--- src/rtl/gcd_pkg.sv ---
/*
 * Constants, source codes and fixed routing tables for the global clock
 * distribution block. Assumes a single 25 MHz system clock; all pin,
 * loop and oscillator clocks arrive as levels synchronous to it.
 */
// Behaviour
// sixteen global lines, each own network
// line source: pin, loop, oscillator, core
// balanced tree reaches every module class
// per-line enable gate at tree root
// gating never makes glitch or runt
// control pins drive set/reset/enable network
// left pin n drives lines n%4, n%4+4
// right pin n drives lines 8+n%4, 12+n%4
// top-left loop outputs fixed line mapping
// right loops map plus eight; bottom fixed
// three signal classes between core, interface
// alternate-mode pin bypasses core, feeds loop
// pin clock outputs taken from clock tree
package gcd_pkg;

    localparam int NUM_LINES = 16;
    localparam int NUM_PINS = 16;
    localparam int NUM_LOOPS = 5;
    localparam int LOOP_OUTS = 3;
    localparam int NUM_LOOP_CLK = NUM_LOOPS * LOOP_OUTS;
    localparam int NUM_CTRL = 8;
    localparam int SEL_W = 3;
    localparam int NUM_BRANCH = 4;

    // values after reset
    localparam logic LINE_RST = 1'b0;
    localparam logic CTRL_RST = 1'b0;
    localparam logic PIN_RST = 1'b0;

    // per-line source select codes
    typedef enum logic [2:0] {
        GCD_SRC_PIN_LO = 3'h0,
        GCD_SRC_PIN_HI = 3'h1,
        GCD_SRC_LOOP0 = 3'h2,
        GCD_SRC_LOOP1 = 3'h3,
        GCD_SRC_LOOP2 = 3'h4,
        GCD_SRC_LOOP3 = 3'h5,
        GCD_SRC_OSC = 3'h6,
        GCD_SRC_CORE = 3'h7
    } gcd_src_t;

    // loop clock index: loop*3+output; loops are
    // 0 top_left_loop_a, 1 top_left_loop_b, 2 top_right_loop_a,
    // 3 top_right_loop_b, 4 bottom_right_loop
    localparam logic [3:0] LOOP_MAP [NUM_LINES][4] = '{
        '{4'h0, 4'h0, 4'h0, 4'h0},
        '{4'h1, 4'h2, 4'h1, 4'h2},
        '{4'h1, 4'h2, 4'h1, 4'h2},
        '{4'h3, 4'h3, 4'h3, 4'h3},
        '{4'h4, 4'h5, 4'h4, 4'h5},
        '{4'h4, 4'h5, 4'h4, 4'h5},
        '{4'h0, 4'h0, 4'h0, 4'h0},
        '{4'h3, 4'h3, 4'h3, 4'h3},
        '{4'h6, 4'hC, 4'h6, 4'hC},
        '{4'h7, 4'h8, 4'hD, 4'hE},
        '{4'h7, 4'h8, 4'hD, 4'hE},
        '{4'h9, 4'h9, 4'h9, 4'h9},
        '{4'hA, 4'hB, 4'hA, 4'hB},
        '{4'hA, 4'hB, 4'hA, 4'hB},
        '{4'h6, 4'h6, 4'h6, 4'h6},
        '{4'h9, 4'hC, 4'h9, 4'hC}
    };

    // pins 0..7 left, 8..15 right; each line sees pins k and k+4 of its side
    function automatic logic [3:0] pin_pick(input logic [3:0] line, input logic hi);
        pin_pick = {line[3], hi, line[1:0]};
    endfunction

endpackage

--- src/rtl/gcd_root_gate.sv ---
/*
 * Glitch-free root gate for one global clock line. Assumes the source is
 * a level synchronous to CLK; the enable only takes effect while the
 * source is low, so no pulse is ever shortened.
 */
`timescale 1ns/10ps
`default_nettype none
module gcd_root_gate
    import gcd_pkg::*;
(
    input wire logic clk, // system clock
    input wire logic rst, // async reset, high
    input wire logic src, // selected source level
    input wire logic en, // gate enable
    output logic gated_q, // gated line
    output logic on // gate currently open
);

    typedef enum logic [1:0] {
        GCD_GATE_OFF = 2'b01,
        GCD_GATE_ON = 2'b10
    } gcd_gate_t;

    gcd_gate_t state_q;
    gcd_gate_t state_d;

    // switch only while low
    always_comb begin
        state_d = state_q;
        unique case (state_q)
            GCD_GATE_OFF: if (en && !src) state_d = GCD_GATE_ON;
            GCD_GATE_ON: if (!en && !src) state_d = GCD_GATE_OFF;
            default: state_d = GCD_GATE_OFF;
        endcase
    end

    assign on = (state_q == GCD_GATE_ON);

    always_ff @(posedge clk or posedge rst) begin
        if (rst) begin
            state_q <= GCD_GATE_OFF;
            gated_q <= LINE_RST;
        end else begin
            state_q <= state_d;
            // root gating
            gated_q <= src & on;
        end
    end

endmodule
`default_nettype wire

--- src/rtl/gcd_top.sv ---
/*
 * Global clock distribution: sixteen lines, each with a source selector,
 * a glitch-free root gate and a balanced four-branch tree; control-pin
 * network, pin/core signal interface, alternate bypass to loop references
 * and clock-output pins fed from the tree. Configuration arrives on plain
 * input ports, held stable by the surrounding configuration logic.
 */
`timescale 1ns/10ps
`default_nettype none
module gcd_top
    import gcd_pkg::*;
(
    input wire logic CLK, // 25 MHz system clock
    input wire logic RST, // async reset, high
    input wire logic [NUM_PINS-1:0] PIN_IN, // clock-capable pin levels
    input wire logic [NUM_LOOP_CLK-1:0] LOOP_CLK, // loop outputs, loop*3+out
    input wire logic OSC_CLK, // oscillator output
    input wire logic [NUM_LINES-1:0] CORE_CLK, // core-generated clocks
    input wire logic [NUM_LINES*SEL_W-1:0] LINE_SEL, // per-line source code
    input wire logic [NUM_LINES-1:0] LINE_EN, // per-line root enable
    output logic [NUM_LINES-1:0] LINE_LOGIC, // tree branch to logic
    output logic [NUM_LINES-1:0] LINE_MEM, // tree branch to memory
    output logic [NUM_LINES-1:0] LINE_MULT, // tree branch to multipliers
    output logic [NUM_LINES-1:0] LINE_IO, // tree branch to io blocks
    output logic [NUM_LINES-1:0] LINE_ON, // root gate open
    input wire logic [NUM_CTRL-1:0] CTRL_PIN, // control pin levels
    input wire logic [NUM_CTRL-1:0] CTRL_USE, // pin used as control input
    output logic [NUM_CTRL-1:0] CTRL_NET, // set/reset/enable network
    input wire logic [NUM_PINS-1:0] ALT_EN, // pin in alternate input mode
    input wire logic [NUM_LOOPS*4-1:0] LOOP_REF_SEL, // pin index per loop
    output logic [NUM_LOOPS-1:0] LOOP_REF, // loop reference clocks
    output logic [NUM_PINS-1:0] CORE_IN, // input class to core
    input wire logic [NUM_PINS-1:0] CORE_OUT, // output class from core
    input wire logic [NUM_PINS-1:0] CLKOUT_EN, // pin in clock-output mode
    input wire logic [NUM_PINS*4-1:0] CLKOUT_SEL, // line index per pin
    output logic [NUM_PINS-1:0] PIN_OUT // pin output level
);

    logic [NUM_LINES-1:0] src_sel;
    logic [NUM_LINES-1:0] root_q;
    logic [NUM_LINES-1:0] gate_on;
    logic [NUM_LINES-1:0] tree_logic_q;
    logic [NUM_LINES-1:0] tree_mem_q;
    logic [NUM_LINES-1:0] tree_mult_q;
    logic [NUM_LINES-1:0] tree_io_q;

    ////////////////////////////////////////////////////////////////////////
    // per-line source selection and root gate
    genvar g;
    generate
        for (g = 0; g < NUM_LINES; g++) begin : g_line
            wire gcd_src_t code = gcd_src_t'(LINE_SEL[g*SEL_W +: SEL_W]);
            wire logic pin_lo = PIN_IN[pin_pick(4'(g), 1'b0)];
            wire logic pin_hi = PIN_IN[pin_pick(4'(g), 1'b1)];
            wire logic loop0 = LOOP_CLK[LOOP_MAP[g][0]];
            wire logic loop1 = LOOP_CLK[LOOP_MAP[g][1]];
            wire logic loop2 = LOOP_CLK[LOOP_MAP[g][2]];
            wire logic loop3 = LOOP_CLK[LOOP_MAP[g][3]];

            // source choice
            // fixed routing tables
            assign src_sel[g] = (code == GCD_SRC_PIN_LO) ? pin_lo :
                                (code == GCD_SRC_PIN_HI) ? pin_hi :
                                (code == GCD_SRC_LOOP0) ? loop0 :
                                (code == GCD_SRC_LOOP1) ? loop1 :
                                (code == GCD_SRC_LOOP2) ? loop2 :
                                (code == GCD_SRC_LOOP3) ? loop3 :
                                (code == GCD_SRC_OSC) ? OSC_CLK : CORE_CLK[g];

            // one network per line
            // gate at the root
            gcd_root_gate u_gate (
                .clk(CLK),
                .rst(RST),
                .src(src_sel[g]),
                .en(LINE_EN[g]),
                .gated_q(root_q[g]),
                .on(gate_on[g])
            );
        end
    endgenerate

    assign LINE_ON = gate_on;

    ////////////////////////////////////////////////////////////////////////
    // balanced tree: every branch is one stage from the root
    // equal depth branches
    always_ff @(posedge CLK or posedge RST) begin
        if (RST) begin
            tree_logic_q <= '0;
            tree_mem_q <= '0;
            tree_mult_q <= '0;
            tree_io_q <= '0;
        end else begin
            tree_logic_q <= root_q;
            tree_mem_q <= root_q;
            tree_mult_q <= root_q;
            tree_io_q <= root_q;
        end
    end

    assign LINE_LOGIC = tree_logic_q;
    assign LINE_MEM = tree_mem_q;
    assign LINE_MULT = tree_mult_q;
    assign LINE_IO = tree_io_q;

    ////////////////////////////////////////////////////////////////////////
    // control network
    logic [NUM_CTRL-1:0] ctrl_q;
    wire logic [NUM_CTRL-1:0] ctrl_d = CTRL_PIN & CTRL_USE;

    // control pins to network
    always_ff @(posedge CLK or posedge RST) begin
        if (RST) begin
            ctrl_q <= {NUM_CTRL{CTRL_RST}};
        end else begin
            ctrl_q <= ctrl_d;
        end
    end

    assign CTRL_NET = ctrl_q;

    ////////////////////////////////////////////////////////////////////////
    // alternate bypass to loop references
    logic [NUM_LOOPS-1:0] loop_ref_q;
    logic [NUM_LOOPS-1:0] loop_ref_d;

    generate
        for (g = 0; g < NUM_LOOPS; g++) begin : g_ref
            wire logic [3:0] ref_pin = LOOP_REF_SEL[g*4 +: 4];
            // alternate pin straight to loop
            assign loop_ref_d[g] = PIN_IN[ref_pin] & ALT_EN[ref_pin];
        end
    endgenerate

    always_ff @(posedge CLK or posedge RST) begin
        if (RST) begin
            loop_ref_q <= '0;
        end else begin
            loop_ref_q <= loop_ref_d;
        end
    end

    assign LOOP_REF = loop_ref_q;

    ////////////////////////////////////////////////////////////////////////
    // signal interface: input, output and clock-output classes
    logic [NUM_PINS-1:0] core_in_q;
    logic [NUM_PINS-1:0] pin_out_q;
    logic [NUM_PINS-1:0] pin_out_d;
    // alternate pins hidden from core
    wire logic [NUM_PINS-1:0] core_in_d = PIN_IN & ~ALT_EN;

    generate
        for (g = 0; g < NUM_PINS; g++) begin : g_pin
            wire logic [3:0] line_idx = CLKOUT_SEL[g*4 +: 4];
            // three classes
            // clock output from tree, not core
            assign pin_out_d[g] = CLKOUT_EN[g] ? tree_io_q[line_idx] : CORE_OUT[g];
        end
    endgenerate

    always_ff @(posedge CLK or posedge RST) begin
        if (RST) begin
            core_in_q <= {NUM_PINS{PIN_RST}};
            pin_out_q <= {NUM_PINS{PIN_RST}};
        end else begin
            core_in_q <= core_in_d;
            pin_out_q <= pin_out_d;
        end
    end

    assign CORE_IN = core_in_q;
    assign PIN_OUT = pin_out_q;

    generate
        for (g = 0; g < NUM_LINES; g++) begin : g_chk

        end
    endgenerate
endmodule
`default_nettype wire

--- config.mk ---
export PLATFORM = sky130hd
export DESIGN_NAME = gcd_top
export DESIGN_NICKNAME = d
export VERILOG_FILES = /design/src/rtl/gcd_pkg.sv /design/src/rtl/gcd_root_gate.sv /design/src/rtl/gcd_top.sv
export SDC_FILE = /design/constraint.sdc
export NUM_CORES = 1
export LEC_CHECK = 0
export ABC_AREA = 1
export BUFFER_PORTS_ARGS = -buffer_cell sky130_fd_sc_hd__buf_2
export CAP_MARGIN = 20
export CORE_UTILIZATION = 35
export CTS_CLUSTER_SIZE = 8
export DETAILED_ROUTE_END_ITERATION = 10
export SYNTH_ARGS = -nofsm -noshare
export SYNTH_HDL_FRONTEND = slang
export SYNTH_SLANG_ARGS = --single-unit
--- constraint.sdc ---
create_clock -name CLK -period 4.05 [get_ports CLK]
set_input_delay 0.405 -clock CLK [delete_from_list [all_inputs] [get_ports CLK]]
set_output_delay 0.405 -clock CLK [all_outputs]
set_load 0.05 [all_outputs]
# After elaboration in Yosys (flattened, before gate mapping)
# Cells that the tools add are included.
# Widths: inputs -> output; s select.
[classes]
bitwise_logic = 24
muxes = 228
reduce_logical = 96
n_lt_le_gt_ge = 21
eq_ne = 160
[ops]
columns = ["op", "n"]
rows = [
  ["$mux 1", 154],
  ["$eq 3x3->1 const B", 48],
  ["$lt 4x5->1 const B", 21],
  ["$bmux 1 s4", 26],
  ["$eq 3x2->1 const B", 32],
  ["$mux 2", 32],
  ["$pmux 2 s2", 16],
  ["$eq 3x1->1 const B", 16],
  ["$logic_not 3->1", 16],
  ["$eq 2x1->1 const B", 16],
  ["$eq 2x2->1 const B", 16],
  ["$logic_and 1x1->1", 32],
  ["$logic_not 1->1", 32],
  ["$ne 2x1->1 const B", 16],
  ["$ne 2x2->1 const B", 16],
  ["$reduce_and 2->1", 16],
  ["$and 1x1->1", 21],
  ["$and 16x16->16", 1],
  ["$not 16->16", 1],
  ["$and 8x8->8", 1],
]
[totals]
ff_bits = 109
output_inout_bits = 125
inputBits = 262

# Depth between registers and ports, before layout
[logic_depth]
depth_word = 12
depth_mapped = 14

# By module
# A second synthesis with hierarchy kept.
[unflattened]
cells_unflattened = 1579
area_unflattened_um2 = 9695.5
[by_module_without_submodules]
columns = ["mod", "seq_area_each_um2", "cells_per_inst", "n_inst", "area_each_um2"]
rows = [
  ["gcd_top", 1526.5, 1211, 1, 7233.2],
  ["gcd_root_gate", 76.3, 23, 16, 153.9],
]

# Least setup slack after synthesis
# No wires, ideal clock.
[synth_path]
kind = "register to register"
startpoint = "register tree_io_q[11] (netlist: LINE_IO[11])"
endpoint = "register pin_out_q[10] (netlist: PIN_OUT[10])"
path_stages_with_launch = 7
setup_time_ps = 82
path_buffers = 2
period_less_slack_ps = 1632
arrival_ps = 1550
path_slack_ps = 2418
cell_sequence = "dfrtp_1 clkbuf_2 buf_2 nor2_1 o221ai_1 nand3_1 a31oi_1"
[synth_via]
elab_chain_len = 3
[synth_lines]
columns = ["element", "line", "rtl"]
rows = [
  ["start, declared", "gcd_top.sv:45", "logic [NUM_LINES-1:0] tree_io_q;"],
  ["start signal, assigned", "gcd_top.sv:98", "tree_io_q <= root_q;"],
  ["$bmux 1 s4", "gcd_top.sv:159", "assign pin_out_d[g] = CLKOUT_EN[g] ? tree_io_q[line_idx] : CORE_OUT[g];"],
  ["$mux 1 (not written as such)", "gcd_top.sv:159", ""],
  ["$mux 1", "gcd_top.sv:159", ""],
  ["net pin_out_d[10]", "gcd_top.sv:150", "logic [NUM_PINS-1:0] pin_out_d;"],
  ["end signal, assigned", "gcd_top.sv:166", "pin_out_q <= {NUM_PINS{PIN_RST}};"],
  ["end signal, assigned", "gcd_top.sv:169", "pin_out_q <= pin_out_d;"],
  ["end, declared", "gcd_top.sv:149", "logic [NUM_PINS-1:0] pin_out_q;"],
]
# The timed path passes the listed nets, and every way through them passes these cells. The select of a mux whose other input is x is not followed.
# A chain may end at the register's enable or synchronous reset.

==> Flow_metrics.wiki <==
{| class="wikitable"
! Metric !! Value
|-
| CP Buf/Inv Count || 1
|-
| RePlAce Congestion || 0.940
|-
| CP max stage delay || 980 ps
|-
| Number of design rule violations left after detail routing || 0
|-
| Combinational share of power || 0.390
|-
| Number of violations reported at the end of detailed-routing iteration 0 || 691
|-
| Residual overflow from global routing || 0
|-
| GR met3 Demand/Resource || 0.0583
|-
| Sequential power share || 0.372
|-
| Total Die Area || 0.0253 mm2
|-
| Slowest stage cell on the critical path || dfrtp_1
|-
| Number of global-route vias before repair || 9,267
|-
| Post-CTS clock slew at the launch and capture registers of the worst setup and hold paths || 90 ps
|-
| Cell at the root of the clock tree || clkbuf_16
|-
| List of cells traversed by the critical path || buf_2
|-
| Part of the cycle the worst path needs || 0.534
|-
| Met2 Resource Use GR || 0.424
|-
| Detailed-router iteration count before antenna repair || 5
|-
| Worst Max-Slew Pin Slew || 983 ps
|-
| Die width || 159 um
|-
| Number of clock buffers inserted by TritonCTS || 9
|-
| Leakage || 5.95 nW
|-
| CP Launch Type || flip-flop
|-
| Number of vias per cell after detailed routing || 5.09
|-
| Type of element capturing the critical path || output port
|-
| Number of pins exceeding their max-slew limit in the final report || 0
|-
| Number of antenna violations at the first check in global routing || 1
|-
| Fraction of final layout cells sized beyond drive strength 1 || 0.277
|-
| Die Y || 159 um
|-
| Total number of yosys warnings || 0
|-
| Top library cells by usage in the layout, fill and taps aside || buf_2, nand2_1, inv_1, nor2_1, o21ai_0
|-
| Count of maximum capacitance violations || 0
|-
| Result of the run || completed
|-
| Hold slack final || 140 ps
|-
| Switching power || 1.76 mW
|-
| Syn Nets || 1,580
|-
| Total Negative Setup Slacks || 0 ps
|-
| Combinational family with the most area after synthesis || compound AO/OA/AOI/OAI gates
|-
| Maximum number of pins on one net before global-route repair || 51
|-
| Count of different cell masters after synthesis || 37
|-
| Number of nets in the finished design || 1,869
|-
| Critical path data required time || 3640 ps
|-
| Internal power consumption || 2.25 mW
|-
| Worst setup skew after layout || 17.3 ps
|-
| Antenna Nets Post-Route || 0
|-
| Global-route total usage across every layer || 0.241
|-
| Power per Cell Area || 379 mW/mm2
|-
| Routed length per placed instance || 15.9 um
|-
| Number of levels in the clock H-tree || 3
|-
| Total of hold buffers inserted after clock tree synthesis || 0
|-
| Commonest non-fill, non-tap cell in the layout || buf_2
|-
| Signal arrival time at the worst endpoint || 1760 ps
|-
| Maximum root-to-sink buffer count || 2
|-
| I/O pin total || 387
|-
| RSZ-0062 raised after global routing || false
|-
| First-pass GRT wire length || 48,600 um
|-
| Clock Sinks || 109
|-
| CP delay by family, top || flip-flops
|-
| Clock latency at the later pin of the worst-skew pair || 360 ps
|-
| Starting density of the core || 0.356
|-
| Max FO, Critical Path || 20
|-
| Gate count of the mapped netlist || 1,318
|-
| Number of synthesized register bits || 109
|-
| Area fraction in and, or, nand and nor cells after synthesis || 0.245
|-
| Setup CP Type || reg2out
|-
| Multiplexer area fraction after synthesis || 0
|-
| Fraction of power consumed by the clock network || 0.238
|-
| Final hold violation count || 0
|-
| Sequential area share after synthesis || 0.318
|-
| Post-Synth XOR/XNOR Area || 0
|-
| Fmax achieved || 0.462 GHz
|-
| Clock tree from TritonCTS || built
|-
| Fin crit period || 2160 ps
|-
| Antenna fix cells || 0
|-
| Placed Area || 0.0103 mm2
|-
| Maximum vdd ir drop || 0.000243 V
|-
| Remaining max-slew budget at the tightest pin || 0.345
|-
| Core region area || 0.0242 mm2
|-
| Final WL || 30,800 um
|-
| Adder and majority gate portion of the synthesized area || 0
|-
| Layout-stage area growth over the synthesis result || 22.6%
|-
| Mapped Area || 0.00864 mm2
|-
| Post-layout util || 0.437
|-
| Met1 global-route usage || 0.292
|-
| Post-cts resize count || 0
|-
| Busiest layer in global routing || met2
|-
| Setup Fix Bufs, Post-CTS || 0
|-
| Final-report setup violation count || 0
|-
| Average cell area after synthesis || 6.56 um2
|-
| HPWL after detailed placement || 23,300 um
|-
| Compound-cell area share of the yosys netlist || 0.269
|-
| Total power of the final layout || 4.02 mW
|-
| Via count || 9,856
|-
| Total of buffers placed on input and output ports || 386
|-
| Post-route cell area || 0.0106 mm2
|-
| Std-Cell Rows || 57
|-
| Tightest Hold Check Type || in2async
|-
| Switching part of the total || 0.439
|}
==> power groups by stage <==
stage	clock (mW)	combinational, mW	sequential [mW]
2_1_floorplan	0	1.09	1.58
3_3_place_gp	0	1.55	1.51
3_5_place_dp	0	1.57	1.51
4_1_cts	0.990	1.57	1.49
5_1_grt	1.03	1.73	1.52
6_report	0.955	1.57	1.49
==> Yosys cell counts (all sizes together) <==
library cell  instances  area (um2)
or2                   7        43.8
dfstp                16         420
a21oi                75         379
inv                 200         751
o311ai                1        8.76
o21bai               11        82.6
o211ai               18         140
o2111ai               5        43.8
a31oi                20         125
a32o                  4        40.0
o21ai               193         977
clkbuf               20        86.3
nor3                  4        20.0
nand4                10        62.6
nand2               231         877
dfrtp                93        2330
a41oi                 3        26.3
nor2                174         658
o31ai                 1        7.51
a32oi                 4        35.0
nand3                70         365
nor4                  1        6.26
nand3b               11        82.6
o22ai                14        87.6
buf                  90         621
o221ai               42         368
==> area by class of cell <==
type | count | area [um2]
repair buffers | 388 | 1950
inverters | 200 | 753
well taps | 324 | 405
fillers | 2602 | 13700
clock buffers | 9 | 225
multi-input cells | 899 | 4440
clock inverters | 7 | 82.6
flip-flops and latches | 109 | 2750
==> worst paths after layout <==
kind,start,end,slack [ps],cells after the start
max,LINE_IO[14],LINE_MULT[14],1890,1
min,RST,PIN_OUT[1],140,2
max reg2reg,LINE_IO[14],PIN_OUT[14],2260,4
min reg2reg,g_line[14].u_gate.gated_q,LINE_IO[14],340,0
max in group asynchronous,RST,g_line[15].u_gate.state_q[0],2950,3
min in group CLK,ALT_EN[10],CORE_IN[10],200,2
==> registers in the layout (all words and copies together) (netlist names) <==
register	count
g_line.u_gate.state_q	32
CORE_IN	16
LINE_IO	16
PIN_OUT	16
g_line.u_gate.gated_q	16
CTRL_NET	8
LOOP_REF	5
==> per-stage QoR <==
step	worst slack [ps]	std cells
finish	1890	1936
global route	1840	1936
CTS	1880	1936
floorplan	798	1318
detailed placement	2250	1920
global placement	2270	1920
==> cell families (layout without fill, tap and decap cells) <==
family,after synthesis,count (layout)
and+or+nand+nor,508,508
AOI/OAI and AO/OA,391,391
buffers and inverters,310,604
DFF,109,109
==> per-layer routing <==
layer	up-vias	wire, um
met1	4429	12600
met4	2	447
li1	4920	-
met3	37	2800
met5	-	13
met2	468	14900
Power figures use the tool's default switching activity.
